## config.mk

```make
export PLATFORM = sky130hd
export DESIGN_NAME = sosb_bank
export DESIGN_NICKNAME = d
export VERILOG_FILES = /design/src/verilog/sosb_pkg.sv /design/src/verilog/sosb_bank.sv /design/src/verilog/sosb_sync.sv /design/src/verilog/sosb_pick.sv
export VERILOG_INCLUDE_DIRS = /design/src /design/src/verilog
export SDC_FILE = /design/constraint.sdc
export NUM_CORES = 1
export LEC_CHECK = 0
export ABC_AREA = 1
export BUFFER_PORTS_ARGS = -buffer_cell sky130_fd_sc_hd__buf_2
export CORE_ASPECT_RATIO = 1.5
export CORE_MARGIN = 2
export CORE_UTILIZATION = 49
export DETAILED_ROUTE_END_ITERATION = 7
export PLACE_DENSITY = 0.72
export SETUP_SLACK_MARGIN = 0.15
export SYNTH_ARGS = -nofsm -noshare
export SYNTH_HDL_FRONTEND = slang
export SYNTH_SLANG_ARGS = --single-unit
```

## constraint.sdc

```tcl
create_clock -name clk_i -period 1.3 [get_ports clk_i]
set_input_delay 0.26 -clock clk_i [delete_from_list [all_inputs] [get_ports clk_i]]
set_output_delay 0.26 -clock clk_i [all_outputs]
set_load 0.005 [all_outputs]
```

## src/verilog/sosb_consts.svh

```systemverilog
// constants for the system option select bank
// How it works
// - 32k reference select: 00 system osc, 10 clock-in pin, 11 1 kHz osc.
// - 32k reference select resets only on power-on or low-voltage reset.
// - option one config register is reset by system reset only, reads zero.
// - reserved bits are read-only and always read zero.
// - serial0 clock source: 00 off, 01 FLL, 10 osc ext ref, 11 internal ref.
// - timer/PWM clock source uses the same four codes as serial0.
// - clock output: 010 bus, 011 1 kHz osc, 100 internal ref, 110 osc ref.
// - rtc output pin: 0 gives 1 Hz rtc clock, 1 gives osc ext ref.
// - timer external clock pin select: 0 clock-in pin 0, 1 clock-in pin 1.
// - channel 0 capture source: 0 channel pin, 1 comparator zero output.
// - open-drain enable per serial port, 1 enables.
// - serial receive source: 0 receive pin, 1 comparator zero output.
// - serial transmit: 00 plain, 01 with timer1 ch0, 10 with timer2 ch0.
// - converter alt trigger enable: 0 timer1 ch0/ch1, 1 alternate source.
// - with alt triggers, pretrigger select 0 gives A, 1 gives B.
// - converter trigger select picks one of the listed sources.
// - writes only in supervisor mode; user writes give a bus error.
`ifndef SOSB_CONSTS_SVH
`define SOSB_CONSTS_SVH
`define SOSB_ADR_MIN 13
`define SOSB_OFF_REF32K 13'h0000
`define SOSB_OFF_CFG 13'h0004
`define SOSB_OFF_MODCLK 13'h1004
`define SOSB_OFF_TIMER 13'h100C
`define SOSB_OFF_SERIAL 13'h1010
`define SOSB_OFF_CONV 13'h1018
`define SOSB_OFF_IDENT 13'h1024
`define SOSB_REF32K_MASK 32'h000C_0000
`define SOSB_MODCLK_MASK 32'h0F00_00F0
`define SOSB_TIMER_MASK 32'h0714_0000
`define SOSB_SERIAL_MASK 32'h0007_0077
`define SOSB_CONV_MASK 32'h0000_009F
`define SOSB_RESET_WORD 32'h0000_0000
`define SOSB_REF32K_MSB 19
`define SOSB_REF32K_LSB 18
`define SOSB_S0CLK_MSB 27
`define SOSB_S0CLK_LSB 26
`define SOSB_TPMCLK_MSB 25
`define SOSB_TPMCLK_LSB 24
`define SOSB_CLOCK_OUTPUT_PIN_MSB 7
`define SOSB_CLOCK_OUTPUT_PIN_LSB 5
`define SOSB_RTCOUT_BIT 4
`define SOSB_T2CLK_BIT 26
`define SOSB_T1CLK_BIT 25
`define SOSB_T0CLK_BIT 24
`define SOSB_T2CAP_BIT 20
`define SOSB_T1CAP_BIT 18
`define SOSB_ODE_MSB 18
`define SOSB_ODE_LSB 16
`define SOSB_RX1_BIT 6
`define SOSB_TX1_MSB 5
`define SOSB_TX1_LSB 4
`define SOSB_RX0_BIT 2
`define SOSB_TX0_MSB 1
`define SOSB_TX0_LSB 0
`define SOSB_ALT_BIT 7
`define SOSB_PRETRG_BIT 4
`define SOSB_TRG_MSB 3
`define SOSB_TRG_LSB 0
`define SOSB_REF32K_LEGAL 4'hD
`define SOSB_MODCLK_LEGAL 4'hE
`define SOSB_CLOCK_OUTPUT_PIN_LEGAL 8'h5C
`define SOSB_TX_LEGAL 4'h7
`define SOSB_TRG_LEGAL 16'h7733
`define SOSB_ONE_BIT_LEGAL 2'h3
`define SOSB_SYNC_W 28
`endif

```

## src/verilog/sosb_pkg.sv

```systemverilog
// types of the system option select bank
package sosb_pkg;
  typedef logic [31:0] sosb_word_t;
  typedef enum logic {SOSB_IDLE, SOSB_ANSWER} sosb_bus_state_t;
endpackage : sosb_pkg

```

## src/verilog/sosb_bank.sv

```systemverilog
// system option select bank with wishbone slave and signal routing
//
// The Wishbone register port was left to the implementer.
`timescale 1ns/1ps
`default_nettype none
`include "sosb_consts.svh"
module sosb_bank #(
  parameter int ADR_W = 13,
  parameter sosb_pkg::sosb_word_t IDENT_VALUE = 32'h0000_0000 // arbitrary value
) (
  input wire logic clk_i,
  input wire logic rst_i,
  input wire logic por_lvd_rst_i,
  input wire logic wb_cyc_i,
  input wire logic wb_stb_i,
  input wire logic wb_we_i,
  input wire logic [ADR_W-1:0] wb_adr_i,
  input wire logic [3:0] wb_sel_i,
  input wire sosb_pkg::sosb_word_t wb_dat_i,
  output sosb_pkg::sosb_word_t wb_dat_o,
  output logic wb_ack_o,
  output logic wb_err_o,
  input wire logic supervisor_i,
  input wire logic sys_osc_32k_clock_i,
  input wire logic rtc_clock_in_pin_i,
  input wire logic low_power_osc_i,
  input wire logic fll_output_clock_i,
  input wire logic osc_ext_ref_clock_i,
  input wire logic internal_ref_clock_i,
  input wire logic rtc_1hz_i,
  input wire logic timer_clock_in_pin0_i,
  input wire logic timer_clock_in_pin1_i,
  input wire logic comparator_zero_i,
  input wire logic timer1_ch0_pin_i,
  input wire logic timer2_ch0_pin_i,
  input wire logic serial0_rx_pin_i,
  input wire logic serial1_rx_pin_i,
  input wire logic serial0_tx_data_i,
  input wire logic serial1_tx_data_i,
  input wire logic timer1_ch0_out_i,
  input wire logic timer2_ch0_out_i,
  input wire logic timer1_ch1_out_i,
  input wire logic external_trigger_pin_i,
  input wire logic periodic_trigger0_i,
  input wire logic periodic_trigger1_i,
  input wire logic timer0_overflow_i,
  input wire logic timer1_overflow_i,
  input wire logic timer2_overflow_i,
  input wire logic rtc_alarm_i,
  input wire logic rtc_seconds_i,
  input wire logic low_power_timer_trigger_i,
  output logic ref32k_clock_o,
  output logic serial0_clock_o,
  output logic timer_pwm_clock_o,
  output logic clock_output_pin_o,
  output logic rtc_output_pin_o,
  output logic [2:0] timer_ext_clock_o,
  output logic timer1_capture_o,
  output logic timer2_capture_o,
  output logic [2:0] serial_open_drain_enable_o,
  output logic serial0_rx_o,
  output logic serial1_rx_o,
  output logic serial0_tx_pin_o,
  output logic serial1_tx_pin_o,
  output logic converter_trigger_o,
  output logic converter_pretrigger_b_o
);
  import sosb_pkg::*;
  default disable iff (rst_i || por_lvd_rst_i);
  localparam logic [7:0] CLOCK_OUTPUT_PIN_LEGAL = `SOSB_CLOCK_OUTPUT_PIN_LEGAL;

  if (ADR_W < `SOSB_ADR_MIN) begin : g_bad_adr
    $error("sosb_bank: ADR_W too small for the register map");
  end

  sosb_bus_state_t state;
  sosb_word_t ref32k_reg;
  sosb_word_t modclk_reg;
  sosb_word_t timer_reg;
  sosb_word_t serial_reg;
  sosb_word_t conv_reg;
  sosb_word_t next_rdata;
  sosb_word_t lane_mask;
  logic [`SOSB_SYNC_W-1:0] sync_q;
  logic hit;
  logic ok;
  logic wr_now;
  logic bus_div;
  logic [`SOSB_ADR_MIN-1:0] adr;
  logic s_sysosc, s_rtcpin, s_lpo, s_fll, s_oscref, s_irc, s_rtc1hz, s_tclk0, s_tclk1;
  logic s_comparator_zero, s_t1pin, s_t2pin, s_rx0, s_rx1, s_tx0, s_tx1, s_t1ch0, s_t2ch0, s_t1ch1;
  logic s_ext, s_pit0, s_pit1, s_ovf0, s_ovf1, s_ovf2, s_alarm, s_sec, s_low_power_timer;
  logic p_ref32k, p_s0clk, p_tpmclk, p_clock_output_pin, p_rtcout, p_tx0, p_tx1, p_trg;
  logic [2:0] p_tclk;

  assign adr = wb_adr_i[`SOSB_ADR_MIN-1:0];
  assign lane_mask = {{8{wb_sel_i[3]}}, {8{wb_sel_i[2]}}, {8{wb_sel_i[1]}}, {8{wb_sel_i[0]}}};

  // address decode and read mux
  always_comb begin
    hit = 1'b1;
    next_rdata = `SOSB_RESET_WORD;
    case (adr)
      `SOSB_OFF_REF32K: next_rdata = ref32k_reg & `SOSB_REF32K_MASK;
      `SOSB_OFF_CFG: next_rdata = `SOSB_RESET_WORD;
      `SOSB_OFF_MODCLK: next_rdata = modclk_reg & `SOSB_MODCLK_MASK;
      `SOSB_OFF_TIMER: next_rdata = timer_reg & `SOSB_TIMER_MASK;
      `SOSB_OFF_SERIAL: next_rdata = serial_reg & `SOSB_SERIAL_MASK;
      `SOSB_OFF_CONV: next_rdata = conv_reg & `SOSB_CONV_MASK;
      `SOSB_OFF_IDENT: next_rdata = IDENT_VALUE;
      default: hit = 1'b0;
    endcase
    if (wb_adr_i[ADR_W-1:0] != ADR_W'(adr)) begin
      hit = 1'b0;
    end
  end

  // user-mode writes refused with an error
  assign ok = hit && !(wb_we_i && !supervisor_i);
  // write lands on the edge that the master samples ack
  assign wr_now = !rst_i && !por_lvd_rst_i && state == SOSB_ANSWER && wb_ack_o && wb_we_i
                  && wb_cyc_i && wb_stb_i;

  // bus answer: one-cycle ack or err
  always_ff @(posedge clk_i) begin
    if (rst_i || por_lvd_rst_i) begin
      state <= SOSB_IDLE;
      wb_ack_o <= 1'b0;
      wb_err_o <= 1'b0;
      wb_dat_o <= `SOSB_RESET_WORD;
    end else begin
      case (state)
        SOSB_IDLE: begin
          if (wb_cyc_i && wb_stb_i) begin
            state <= SOSB_ANSWER;
            wb_ack_o <= ok;
            wb_err_o <= !ok;
            wb_dat_o <= wb_we_i ? `SOSB_RESET_WORD : next_rdata;
          end
        end
        SOSB_ANSWER: begin
          state <= SOSB_IDLE;
          wb_ack_o <= 1'b0;
          wb_err_o <= 1'b0;
        end
        default: state <= SOSB_IDLE;
      endcase
    end
  end

  // 32k select held through system reset
  always_ff @(posedge clk_i) begin
    if (por_lvd_rst_i) begin
      ref32k_reg <= `SOSB_RESET_WORD;
    end else if (wr_now && adr == `SOSB_OFF_REF32K) begin
      ref32k_reg <= (ref32k_reg & ~(lane_mask & `SOSB_REF32K_MASK))
                    | (wb_dat_i & lane_mask & `SOSB_REF32K_MASK);
    end
  end

  // remaining option registers
  always_ff @(posedge clk_i) begin
    if (rst_i || por_lvd_rst_i) begin
      modclk_reg <= `SOSB_RESET_WORD;
      timer_reg <= `SOSB_RESET_WORD;
      serial_reg <= `SOSB_RESET_WORD;
      conv_reg <= `SOSB_RESET_WORD;
    end else if (wr_now) begin
      if (adr == `SOSB_OFF_MODCLK) begin
        modclk_reg <= (modclk_reg & ~(lane_mask & `SOSB_MODCLK_MASK))
                      | (wb_dat_i & lane_mask & `SOSB_MODCLK_MASK);
      end
      if (adr == `SOSB_OFF_TIMER) begin
        timer_reg <= (timer_reg & ~(lane_mask & `SOSB_TIMER_MASK))
                     | (wb_dat_i & lane_mask & `SOSB_TIMER_MASK);
      end
      if (adr == `SOSB_OFF_SERIAL) begin
        serial_reg <= (serial_reg & ~(lane_mask & `SOSB_SERIAL_MASK))
                      | (wb_dat_i & lane_mask & `SOSB_SERIAL_MASK);
      end
      if (adr == `SOSB_OFF_CONV) begin
        conv_reg <= (conv_reg & ~(lane_mask & `SOSB_CONV_MASK))
                    | (wb_dat_i & lane_mask & `SOSB_CONV_MASK);
      end
    end
  end

  // bus clock stand-in at half rate
  always_ff @(posedge clk_i) begin
    if (rst_i) begin
      bus_div <= 1'b0;
    end else begin
      bus_div <= !bus_div;
    end
  end

  sosb_sync #(.WIDTH(`SOSB_SYNC_W)) u_sync (
    .clk_i(clk_i),
    .rst_i(rst_i),
    .async_i({sys_osc_32k_clock_i, rtc_clock_in_pin_i, low_power_osc_i, fll_output_clock_i,
              osc_ext_ref_clock_i, internal_ref_clock_i, rtc_1hz_i, timer_clock_in_pin0_i,
              timer_clock_in_pin1_i, comparator_zero_i, timer1_ch0_pin_i, timer2_ch0_pin_i,
              serial0_rx_pin_i, serial1_rx_pin_i, serial0_tx_data_i, serial1_tx_data_i,
              timer1_ch0_out_i, timer2_ch0_out_i, timer1_ch1_out_i, external_trigger_pin_i,
              periodic_trigger0_i, periodic_trigger1_i, timer0_overflow_i, timer1_overflow_i,
              timer2_overflow_i, rtc_alarm_i, rtc_seconds_i, low_power_timer_trigger_i}),
    .sync_o(sync_q)
  );
  assign {s_sysosc, s_rtcpin, s_lpo, s_fll, s_oscref, s_irc, s_rtc1hz, s_tclk0, s_tclk1,
          s_comparator_zero, s_t1pin, s_t2pin, s_rx0, s_rx1, s_tx0, s_tx1, s_t1ch0, s_t2ch0, s_t1ch1,
          s_ext, s_pit0, s_pit1, s_ovf0, s_ovf1, s_ovf2, s_alarm, s_sec, s_low_power_timer} = sync_q;

  // selectors read the stored fields directly
  sosb_pick #(.SELW(2)) u_ref32k (
    .src_i({s_lpo, s_rtcpin, 1'b0, s_sysosc}),
    .legal_i(`SOSB_REF32K_LEGAL),
    .sel_i(ref32k_reg[`SOSB_REF32K_MSB:`SOSB_REF32K_LSB]),
    .pick_o(p_ref32k)
  );
  sosb_pick #(.SELW(2)) u_s0clk (
    .src_i({s_irc, s_oscref, s_fll, 1'b0}),
    .legal_i(`SOSB_MODCLK_LEGAL),
    .sel_i(modclk_reg[`SOSB_S0CLK_MSB:`SOSB_S0CLK_LSB]),
    .pick_o(p_s0clk)
  );
  sosb_pick #(.SELW(2)) u_tpmclk (
    .src_i({s_irc, s_oscref, s_fll, 1'b0}),
    .legal_i(`SOSB_MODCLK_LEGAL),
    .sel_i(modclk_reg[`SOSB_TPMCLK_MSB:`SOSB_TPMCLK_LSB]),
    .pick_o(p_tpmclk)
  );
  sosb_pick #(.SELW(3)) u_clock_output_pin (
    .src_i({1'b0, s_oscref, 1'b0, s_irc, s_lpo, bus_div, 1'b0, 1'b0}),
    .legal_i(`SOSB_CLOCK_OUTPUT_PIN_LEGAL),
    .sel_i(modclk_reg[`SOSB_CLOCK_OUTPUT_PIN_MSB:`SOSB_CLOCK_OUTPUT_PIN_LSB]),
    .pick_o(p_clock_output_pin)
  );
  sosb_pick #(.SELW(1)) u_rtcout (
    .src_i({s_oscref, s_rtc1hz}),
    .legal_i(`SOSB_ONE_BIT_LEGAL),
    .sel_i(modclk_reg[`SOSB_RTCOUT_BIT]),
    .pick_o(p_rtcout)
  );
  // pin function setup for the clock-in pins is the port logic's job
  for (genvar i = 0; i < 3; i++) begin : g_tclk
    sosb_pick #(.SELW(1)) u_tclk (
      .src_i({s_tclk1, s_tclk0}),
      .legal_i(`SOSB_ONE_BIT_LEGAL),
      .sel_i(timer_reg[`SOSB_T0CLK_BIT + i]),
      .pick_o(p_tclk[i])
    );
  end
  sosb_pick #(.SELW(2)) u_tx0 (
    .src_i({1'b0, s_tx0 & s_t2ch0, s_tx0 & s_t1ch0, s_tx0}),
    .legal_i(`SOSB_TX_LEGAL),
    .sel_i(serial_reg[`SOSB_TX0_MSB:`SOSB_TX0_LSB]),
    .pick_o(p_tx0)
  );
  sosb_pick #(.SELW(2)) u_tx1 (
    .src_i({1'b0, s_tx1 & s_t2ch0, s_tx1 & s_t1ch0, s_tx1}),
    .legal_i(`SOSB_TX_LEGAL),
    .sel_i(serial_reg[`SOSB_TX1_MSB:`SOSB_TX1_LSB]),
    .pick_o(p_tx1)
  );
  sosb_pick #(.SELW(4)) u_trg (
    .src_i({1'b0, s_low_power_timer, s_sec, s_alarm, 1'b0, s_ovf2, s_ovf1, s_ovf0,
            1'b0, 1'b0, s_pit1, s_pit0, 1'b0, 1'b0, s_comparator_zero, s_ext}),
    .legal_i(`SOSB_TRG_LEGAL),
    .sel_i(conv_reg[`SOSB_TRG_MSB:`SOSB_TRG_LSB]),
    .pick_o(p_trg)
  );

  assign serial_open_drain_enable_o = serial_reg[`SOSB_ODE_MSB:`SOSB_ODE_LSB];

  // registered routed outputs
  always_ff @(posedge clk_i) begin
    if (rst_i) begin
      ref32k_clock_o <= 1'b0;
      serial0_clock_o <= 1'b0;
      timer_pwm_clock_o <= 1'b0;
      clock_output_pin_o <= 1'b0;
      rtc_output_pin_o <= 1'b0;
      timer_ext_clock_o <= '0;
      timer1_capture_o <= 1'b0;
      timer2_capture_o <= 1'b0;
      serial0_rx_o <= 1'b0;
      serial1_rx_o <= 1'b0;
      serial0_tx_pin_o <= 1'b0;
      serial1_tx_pin_o <= 1'b0;
      converter_trigger_o <= 1'b0;
      converter_pretrigger_b_o <= 1'b0;
    end else begin
      ref32k_clock_o <= p_ref32k;
      serial0_clock_o <= p_s0clk;
      timer_pwm_clock_o <= p_tpmclk;
      clock_output_pin_o <= p_clock_output_pin;
      rtc_output_pin_o <= p_rtcout;
      timer_ext_clock_o <= p_tclk;
      // capture source; software clears it outside capture mode
      timer1_capture_o <= timer_reg[`SOSB_T1CAP_BIT] ? s_comparator_zero : s_t1pin;
      timer2_capture_o <= timer_reg[`SOSB_T2CAP_BIT] ? s_comparator_zero : s_t2pin;
      serial0_rx_o <= serial_reg[`SOSB_RX0_BIT] ? s_comparator_zero : s_rx0;
      serial1_rx_o <= serial_reg[`SOSB_RX1_BIT] ? s_comparator_zero : s_rx1;
      serial0_tx_pin_o <= p_tx0;
      serial1_tx_pin_o <= p_tx1;
      converter_trigger_o <= conv_reg[`SOSB_ALT_BIT] ? p_trg : (s_t1ch0 | s_t1ch1);
      converter_pretrigger_b_o <= conv_reg[`SOSB_ALT_BIT] ? conv_reg[`SOSB_PRETRG_BIT]
                                  : s_t1ch1;
    end
  end

  // checks
  AST_USER_WRITE_ERR: assert property (@(posedge clk_i)
    state == SOSB_IDLE && wb_cyc_i && wb_stb_i && wb_we_i && !supervisor_i
    |=> wb_err_o && !wb_ack_o)
    else $error("user write not refused");
  AST_USER_WRITE_BLOCKED: assert property (@(posedge clk_i)
    wb_err_o |=> $stable(modclk_reg) && $stable(timer_reg) && $stable(serial_reg)
    && $stable(conv_reg) && $stable(ref32k_reg))
    else $error("refused access changed a register");
  AST_ANSWER_ONE_CYCLE: assert property (@(posedge clk_i)
    state == SOSB_IDLE && wb_cyc_i && wb_stb_i
    |=> (wb_ack_o ^ wb_err_o) ##1 !(wb_ack_o || wb_err_o))
    else $error("bus answer not one cycle");
  AST_WRITE_TAKES: assert property (@(posedge clk_i)
    wr_now && adr == `SOSB_OFF_TIMER && wb_sel_i == 4'hF
    |=> timer_reg == ($past(wb_dat_i) & `SOSB_TIMER_MASK))
    else $error("write not stored");
  AST_REF32K_KEEP: assert property (@(posedge clk_i) disable iff (por_lvd_rst_i)
    rst_i |=> $stable(ref32k_reg))
    else $error("32k select lost on system reset");
  AST_CFG_ZERO: assert property (@(posedge clk_i)
    wb_ack_o && !wb_we_i && adr == `SOSB_OFF_CFG |-> wb_dat_o == `SOSB_RESET_WORD)
    else $error("config register not zero");
  AST_RSVD_ZERO: assert property (@(posedge clk_i)
    wb_ack_o && !wb_we_i && adr == `SOSB_OFF_CONV
    |-> (wb_dat_o & ~`SOSB_CONV_MASK) == `SOSB_RESET_WORD)
    else $error("reserved bits read nonzero");
  AST_S0CLK_OFF: assert property (@(posedge clk_i)
    modclk_reg[`SOSB_S0CLK_MSB:`SOSB_S0CLK_LSB] == 2'h0 |=> !serial0_clock_o)
    else $error("serial0 clock not gated");
  AST_TPMCLK_FLL: assert property (@(posedge clk_i)
    modclk_reg[`SOSB_TPMCLK_MSB:`SOSB_TPMCLK_LSB] == 2'h1 |=> timer_pwm_clock_o == $past(s_fll))
    else $error("timer clock not fll");
  AST_CLOCK_OUTPUT_PIN_RSVD: assert property (@(posedge clk_i)
    !CLOCK_OUTPUT_PIN_LEGAL[modclk_reg[`SOSB_CLOCK_OUTPUT_PIN_MSB:`SOSB_CLOCK_OUTPUT_PIN_LSB]] |=> !clock_output_pin_o)
    else $error("reserved clock output code drives pin");
  AST_TX_PLAIN: assert property (@(posedge clk_i)
    serial_reg[`SOSB_TX0_MSB:`SOSB_TX0_LSB] == 2'h0 |=> serial0_tx_pin_o == $past(s_tx0))
    else $error("plain transmit wrong");
  AST_ALT_OFF: assert property (@(posedge clk_i)
    !conv_reg[`SOSB_ALT_BIT] |=> converter_trigger_o == ($past(s_t1ch0) | $past(s_t1ch1)))
    else $error("default trigger wrong");
  AST_TRG_PIT0: assert property (@(posedge clk_i)
    conv_reg[`SOSB_ALT_BIT] && conv_reg[`SOSB_TRG_MSB:`SOSB_TRG_LSB] == 4'h4
    |=> converter_trigger_o == $past(s_pit0))
    else $error("alternate trigger wrong");
endmodule : sosb_bank
`default_nettype wire

```

## src/verilog/sosb_sync.sv

```systemverilog
// three-stage synchroniser with agreement filter
`timescale 1ns/1ps
`default_nettype none
module sosb_sync #(
  parameter int WIDTH = 1
) (
  input wire logic clk_i,
  input wire logic rst_i,
  input wire logic [WIDTH-1:0] async_i,
  output logic [WIDTH-1:0] sync_o
);
  logic [WIDTH-1:0] stage1;
  logic [WIDTH-1:0] stage2;
  logic [WIDTH-1:0] stage3;
  if (WIDTH < 1) begin : g_bad_width
    $error("sosb_sync: WIDTH must be at least 1");
  end
  always_ff @(posedge clk_i) begin
    if (rst_i) begin
      stage1 <= '0;
      stage2 <= '0;
      stage3 <= '0;
      sync_o <= '0;
    end else begin
      stage1 <= async_i;
      stage2 <= stage1;
      stage3 <= stage2;
      // accept a bit once stages two and three agree
      sync_o <= (stage2 & stage3) | (sync_o & (stage2 ^ stage3));
    end
  end
endmodule : sosb_sync
`default_nettype wire

```

## src/verilog/sosb_pick.sv

```systemverilog
// code-indexed selector, reserved codes give zero
`timescale 1ns/1ps
`default_nettype none
module sosb_pick #(
  parameter int SELW = 2
) (
  input wire logic [(1<<SELW)-1:0] src_i,
  input wire logic [(1<<SELW)-1:0] legal_i,
  input wire logic [SELW-1:0] sel_i,
  output logic pick_o
);
  if (SELW < 1) begin : g_bad_selw
    $error("sosb_pick: SELW must be at least 1");
  end
  assign pick_o = legal_i[sel_i] & src_i[sel_i];
endmodule : sosb_pick
`default_nettype wire

```

# Word-level counts from Yosys, hierarchy flattened
# Memories as Yosys holds them, arrays and structs flattened. A register that Yosys moved wholly into a read port is not among the register bits.
# Cells that the tools add are included.
# classes
n_lt_le_gt_ge	11
n_eq_ne	7
mux	57
n_bitwise	37
n_reduce_logical	24
# op_table
cell	count
AND 32 bit	5
case mux 28 bit (5 select lines)	1
AND 28 bit	3
== test 13 bit, second input constant	5
2-to-1 mux 1 bit	36
NOT 19 -> 32 bit	1
NOT 20 -> 32 bit	1
NOT 27 -> 32 bit	1
NOT 28 -> 32 bit	1
NOT 8 -> 32 bit	1
OR 32 x 19 -> 32 bit	1
OR 32 x 20 -> 32 bit	1
OR 32 x 27 -> 32 bit	1
OR 32 x 28 -> 32 bit	1
OR 32 x 8 -> 32 bit	1
2-to-1 mux 28 bit	1
OR 28 bit	1
XOR 28 bit	1
binary-select mux 1 bit (select 2 bit)	10
AND 1 bit	15
less-than comparator 2 x 3 -> 1 bit, second input constant	5
== test 13 x 3 -> 1 bit, second input constant	1
logical NOT 13 bit	1
logical AND 1 bit	10
other kinds (15)	31
# totals
regBits	324
rom_bits	24
in_bits	84
wordCells	166
n_memories	2
# memory_table
name	depth	width	read_ports	rd_ports_with_merged_regs	write_ports	line_no	rtl
(name not given)	16	1	1	1	0	sosb_pick.sv:15	assign pick_o = legal_i[sel_i] & src_i[sel_i];
(name not given)	8	1	1	1	0	sosb_pick.sv:15	

# Longest topological paths before layout
# logic_depth
word_depth	10
mapped_depth	11
mapped_depth_nobuf	11

# Hierarchy
# Synthesis repeated with hierarchy kept, for this count alone.
# unflattened
cells_unflattened	957
area_unflattened_um2	7265.7
# modules_own_cells
mod	instances	cells_each	area_per_inst_um2	seq_area_each_um2
sosb_sync	1	404	3686.0	2242.2
sosb_bank	1	410	2949.1	1341.3
sosb_pick (u_ref32k ...)	5	11	47.5	0.0
sosb_pick (u_trg)	1	54	217.7	0.0
sosb_pick (g_tclk[0].u_tclk ...)	4	4	22.5	0.0
sosb_pick (u_clock_output_pin)	1	18	85.1	0.0

# Least setup slack after synthesis
# Ideal clock, no wire load.
# synth_path
path_kind	input port to flip-flop
start	in rst_i
end	reg (tool-made name)
setup_ns	0.119
arrival_time_ns	1.225
slack_ns	-0.044
stages	9
n_path_buf	1
path_cell_list	buf_6 -> nor2_8 -> nand2_4 -> nor2_8 -> nand2_2 -> nor2_2 -> inv_2 -> o21ai_0 -> a21oi_1
# synth_rtl
element	line_no	rtl
start, declared	sosb_bank.sv:12	input wire logic rst_i,

# Worst setup path after layout
# layout_path
start	reg state
end	reg wb_dat_o[3]
# layout_between
elab_chain_len	2
# layout_lines
element	line_no	rtl
start, declared	sosb_bank.sv:76	sosb_bus_state_t state;
start signal, assigned	sosb_bank.sv:127	state <= SOSB_IDLE;
start signal, assigned	sosb_bank.sv:135	state <= SOSB_ANSWER;
start signal, assigned	sosb_bank.sv:142	state <= SOSB_IDLE;
NOT 1 bit	--	
AND reduction 2 bit (no source line)	--	
end signal, assigned	sosb_bank.sv:130	wb_dat_o <= `SOSB_RESET_WORD;
end signal, assigned	sosb_bank.sv:138	wb_dat_o <= wb_we_i ? `SOSB_RESET_WORD : next_rdata;
end, declared	sosb_bank.sv:20	output sosb_pkg::sosb_word_t wb_dat_o,
# Every way passes these cells.
# A chain may end at the register's enable or synchronous reset.

==> metrics.md <==
| Metric | Value |
|---|---|
| Outcome | finished with violations |
| Failing checks | negative setup slack |
| # H-tree levels | 4 |
| Number of port buffers | about 110 |
| Max-Cap Viols | 0 |
| DRT Pass-1 Iters | 4 |
| RD Place Congestion | 0.917 |
| Top_reg_cell synth | dfxtp_1 |
| Post-route setup slack | -10.8 ps |
| CTS hold repair buffers | 0 |
| Critical path cell sequence | buf_4, buf_6, nor2_4, buf_12, buf_8, nand4_1, a21oi_1 |
| Layout net count | roughly 1.1k |
| Post-synthesis xor/xnor area fraction | 0% |
| Post-synthesis mux area share | 0% |
| Mapped Cells | around 840 |
| Netlist cell types | 29 |
| Fraction of registers with async set/reset | 0% |
| Routed Antenna Nets | 0 |
| Final setup TNS | -10.8 ps |
| CP Capture Type | register |
| Cts bufs inserted | 17 |
| Detailed Route Iter0 Violations | 247 |
| Synth Register Bits | roughly 180 |
| Critical Path Max Stage Delay | between 300 and 400 ps |
| Most common cell in the netlist | dfxtp_1 |
| CP Data Arrival Time | ~1700 ps |
| Mapped Area | 6800 um^2 |
| Fin crit period | roughly 1300 ps |
| P_leak | about 4 nW |
| Final cycle utilization of the critical path | 101% |
| Peak supply drop | about 930 uV |
| Antenna violations before repair | 0 |
| FP Rows | 52 |
| Synth cell count leaders | dfxtp_1 (181), nor2_1 (174), inv_1 (132) |
| Num ports | about 140 |
| Final setup viols | 1 |
| Die ar. | roughly 15,000 um^2 |
| Yosys warns | 0 |
| Clock sink count | 181 |
| Clock root cell | clkbuf_16 |
| Number of global-route vias before repair | slightly above 5k |
| Total power draw | 11.2 mW |
| First-pass GRT wire length | about 23,000 um |
| CP Buf/Inv Count | 4 |
| Post-Synth Adder-Cell Area | under 10% |
| Post-DR wirelength/cell | around 13 um |
| CTS Buffer Depth | 2 |
| Total track usage | between 10% and 20% |
| Main combinational cell family by area after synthesis | simple AND/OR/NAND/NOR gates |
| Crit path kind | register to register |
| Crit Path Max Fanout | 6 |
| DP HPWL | 10,200 um |
| Syn avg cell area | between 8 and 9 um^2 |
| CP startpoint kind | register |
| Power Dens Cells | ~1300 nW/um^2 |
| Die X | about 100 um |
| Vias per Instance | around 4.8 |
| Setup Skew | 10.4 ps |
| Cell Count, Final, Fillers Out | 1,160 |
| Die height | 148 um |
| Dominant cell type by area after synthesis | dfxtp_1 |
| Via count | 5,527 |
| Synth area leaders | dfxtp_1 (53%), nor2_1 (9.6%), inv_1 (7.3%), ha_1 (5.2%), a21oi_1 (4.9%) |
| Worst path slowest cell | dfxtp_2 |
| Pre-CTS setup slack | -230 ps |
| Sequential area share after synthesis | approximately 53% |
| Hold Vio Cnt, Final | 0 |
| Area grow syn2layout | 27.7% |
| Global route overflow | 0 |
| Initial Util | between 50% and 60% |
| Clock latency at the later pin of the worst-skew pair | 420 ps |
| Worst Hold Class | input port to register |
| DP Cell Count | ~1.1k |
| Crit-path leading delay family | buffers and inverters |
| CTS clk-pin slew, worst paths | about 70 ps |
| Post-synthesis simple-gate area fraction | 20.6% |
| Synth Area in Compound Gates | 9.85% |
| Post-route DRC | 0 |
| Antenna Cells | 0 |
| Post-synth EDFFs | 0 |
| Clock tree from TritonCTS | done |
| Core ar. | 13,500 um^2 |
| Largest net degree at the start of global routing | 113 |
| CP required | roughly 1700 ps |
| RSZ-0062 raised after global routing | yes |
| Synth top area share | ~53% |
| Share of cells above drive strength 1 | approximately 28% |
| Peak Freq | 763 MHz |
| Total wire length | 14,500 um |
| Min Hold Slack | a little over 40 ps |
| Final Max Slew Viols | 0 |
## cells in the final DEF (no fill, tap or decap), types with 11 or more instances in the layout
| master | count |
|---|---|
| a21oi_1 | 62 |
| buf_2 | 96 |
| buf_4 | 37 |
| buf_6 | 11 |
| clkbuf_16 | 17 |
| conb_1 | 15 |
| dfxtp_1 | 155 |
| dfxtp_2 | 26 |
| ha_1 | 28 |
| inv_1 | 129 |
| nand2_1 | 69 |
| nand3_1 | 29 |
| nand3_2 | 14 |
| nor2_1 | 166 |
| nor2_4 | 13 |
| o21ai_0 | 37 |
| o21ai_1 | 14 |
## power by group
part | internal, mW | total [mW] | switching [mW]
Clock | 2.85 | 4.98 | 2.13
Combinational | 0.227 | 0.559 | 0.332
Sequential | 5.66 | 5.70 | 0.0417
Total | 8.73 | 11.2 | 2.51
## kinds of logic after synthesis
logic type               count (synthesis)
adder cells (fa/ha/maj)                 28
buffers and inverters                  177
other                                    1
AND/OR/NAND/NOR                        325
AO/OA/AOI/OAI                          130
flip-flops                             181
## worst paths after layout
| kind | from | to | slack [ps] | cells after the start |
|---|---|---|---|---|
| hold / removal | timer1_ch1_out_i | u_sync.stage1[9]$_SDFF_PP0_ | 40 | 3 |
| setup reg to reg | state$_SDFF_PP0_ | wb_dat_o[3]$_SDFFE_PP0P_ | -10 | 7 |
| hold reg to reg | u_sync.stage1[3]$_SDFF_PP0_ | u_sync.stage2[3]$_SDFF_PP0_ | 400 | 2 |
| setup / recovery | state$_SDFF_PP0_ | wb_dat_o[3]$_SDFFE_PP0P_ | -10 | 7 |
## timing repair
item	4_1_cts	5_1_grt
pin swaps	5	15
gates resized for setup	21	68
setup endpoints to repair	53	72
cloned	0	3
buffers inserted	3	7
## worst min-delay path, cell delays in order
cell and delay, ps:
buf_2 70, inv_1 30, nor2_1 60
## through the flow
step	instance area (um^2)	utilization [%]
after CTS	8380	62.0
after global routing	8680	64.2
after global placement	7740	57.2
after detailed placement	7740	57.2
after floorplan	6960	-
final	8680	64.2
## metal layers
metal | GRT usage, % | up-vias | share of wire, %
li1 | - | 2898 | -
met4 | 11.0 | 0 | 4.5
met1 | 21.0 | 2438 | 40
met5 | 0 | - | 0
met2 | 33.9 | 153 | 51
met3 | 3.85 | 38 | 4.2
## layout make-up
| type | instances | area (um^2) |
|---|---|---|
| clock buffer | 17 | 425 |
| clock inverter | 14 | 151 |
| fill | 1173 | 4850 |
| inverter | 135 | 517 |
| multi-input combinational | 498 | 2710 |
| sequential | 181 | 3660 |
| tap | 162 | 203 |
| timing repair buffer | 151 | 1010 |
| timing repair inverter | 2 | 11.3 |
(Power assumes the default switching activity.)
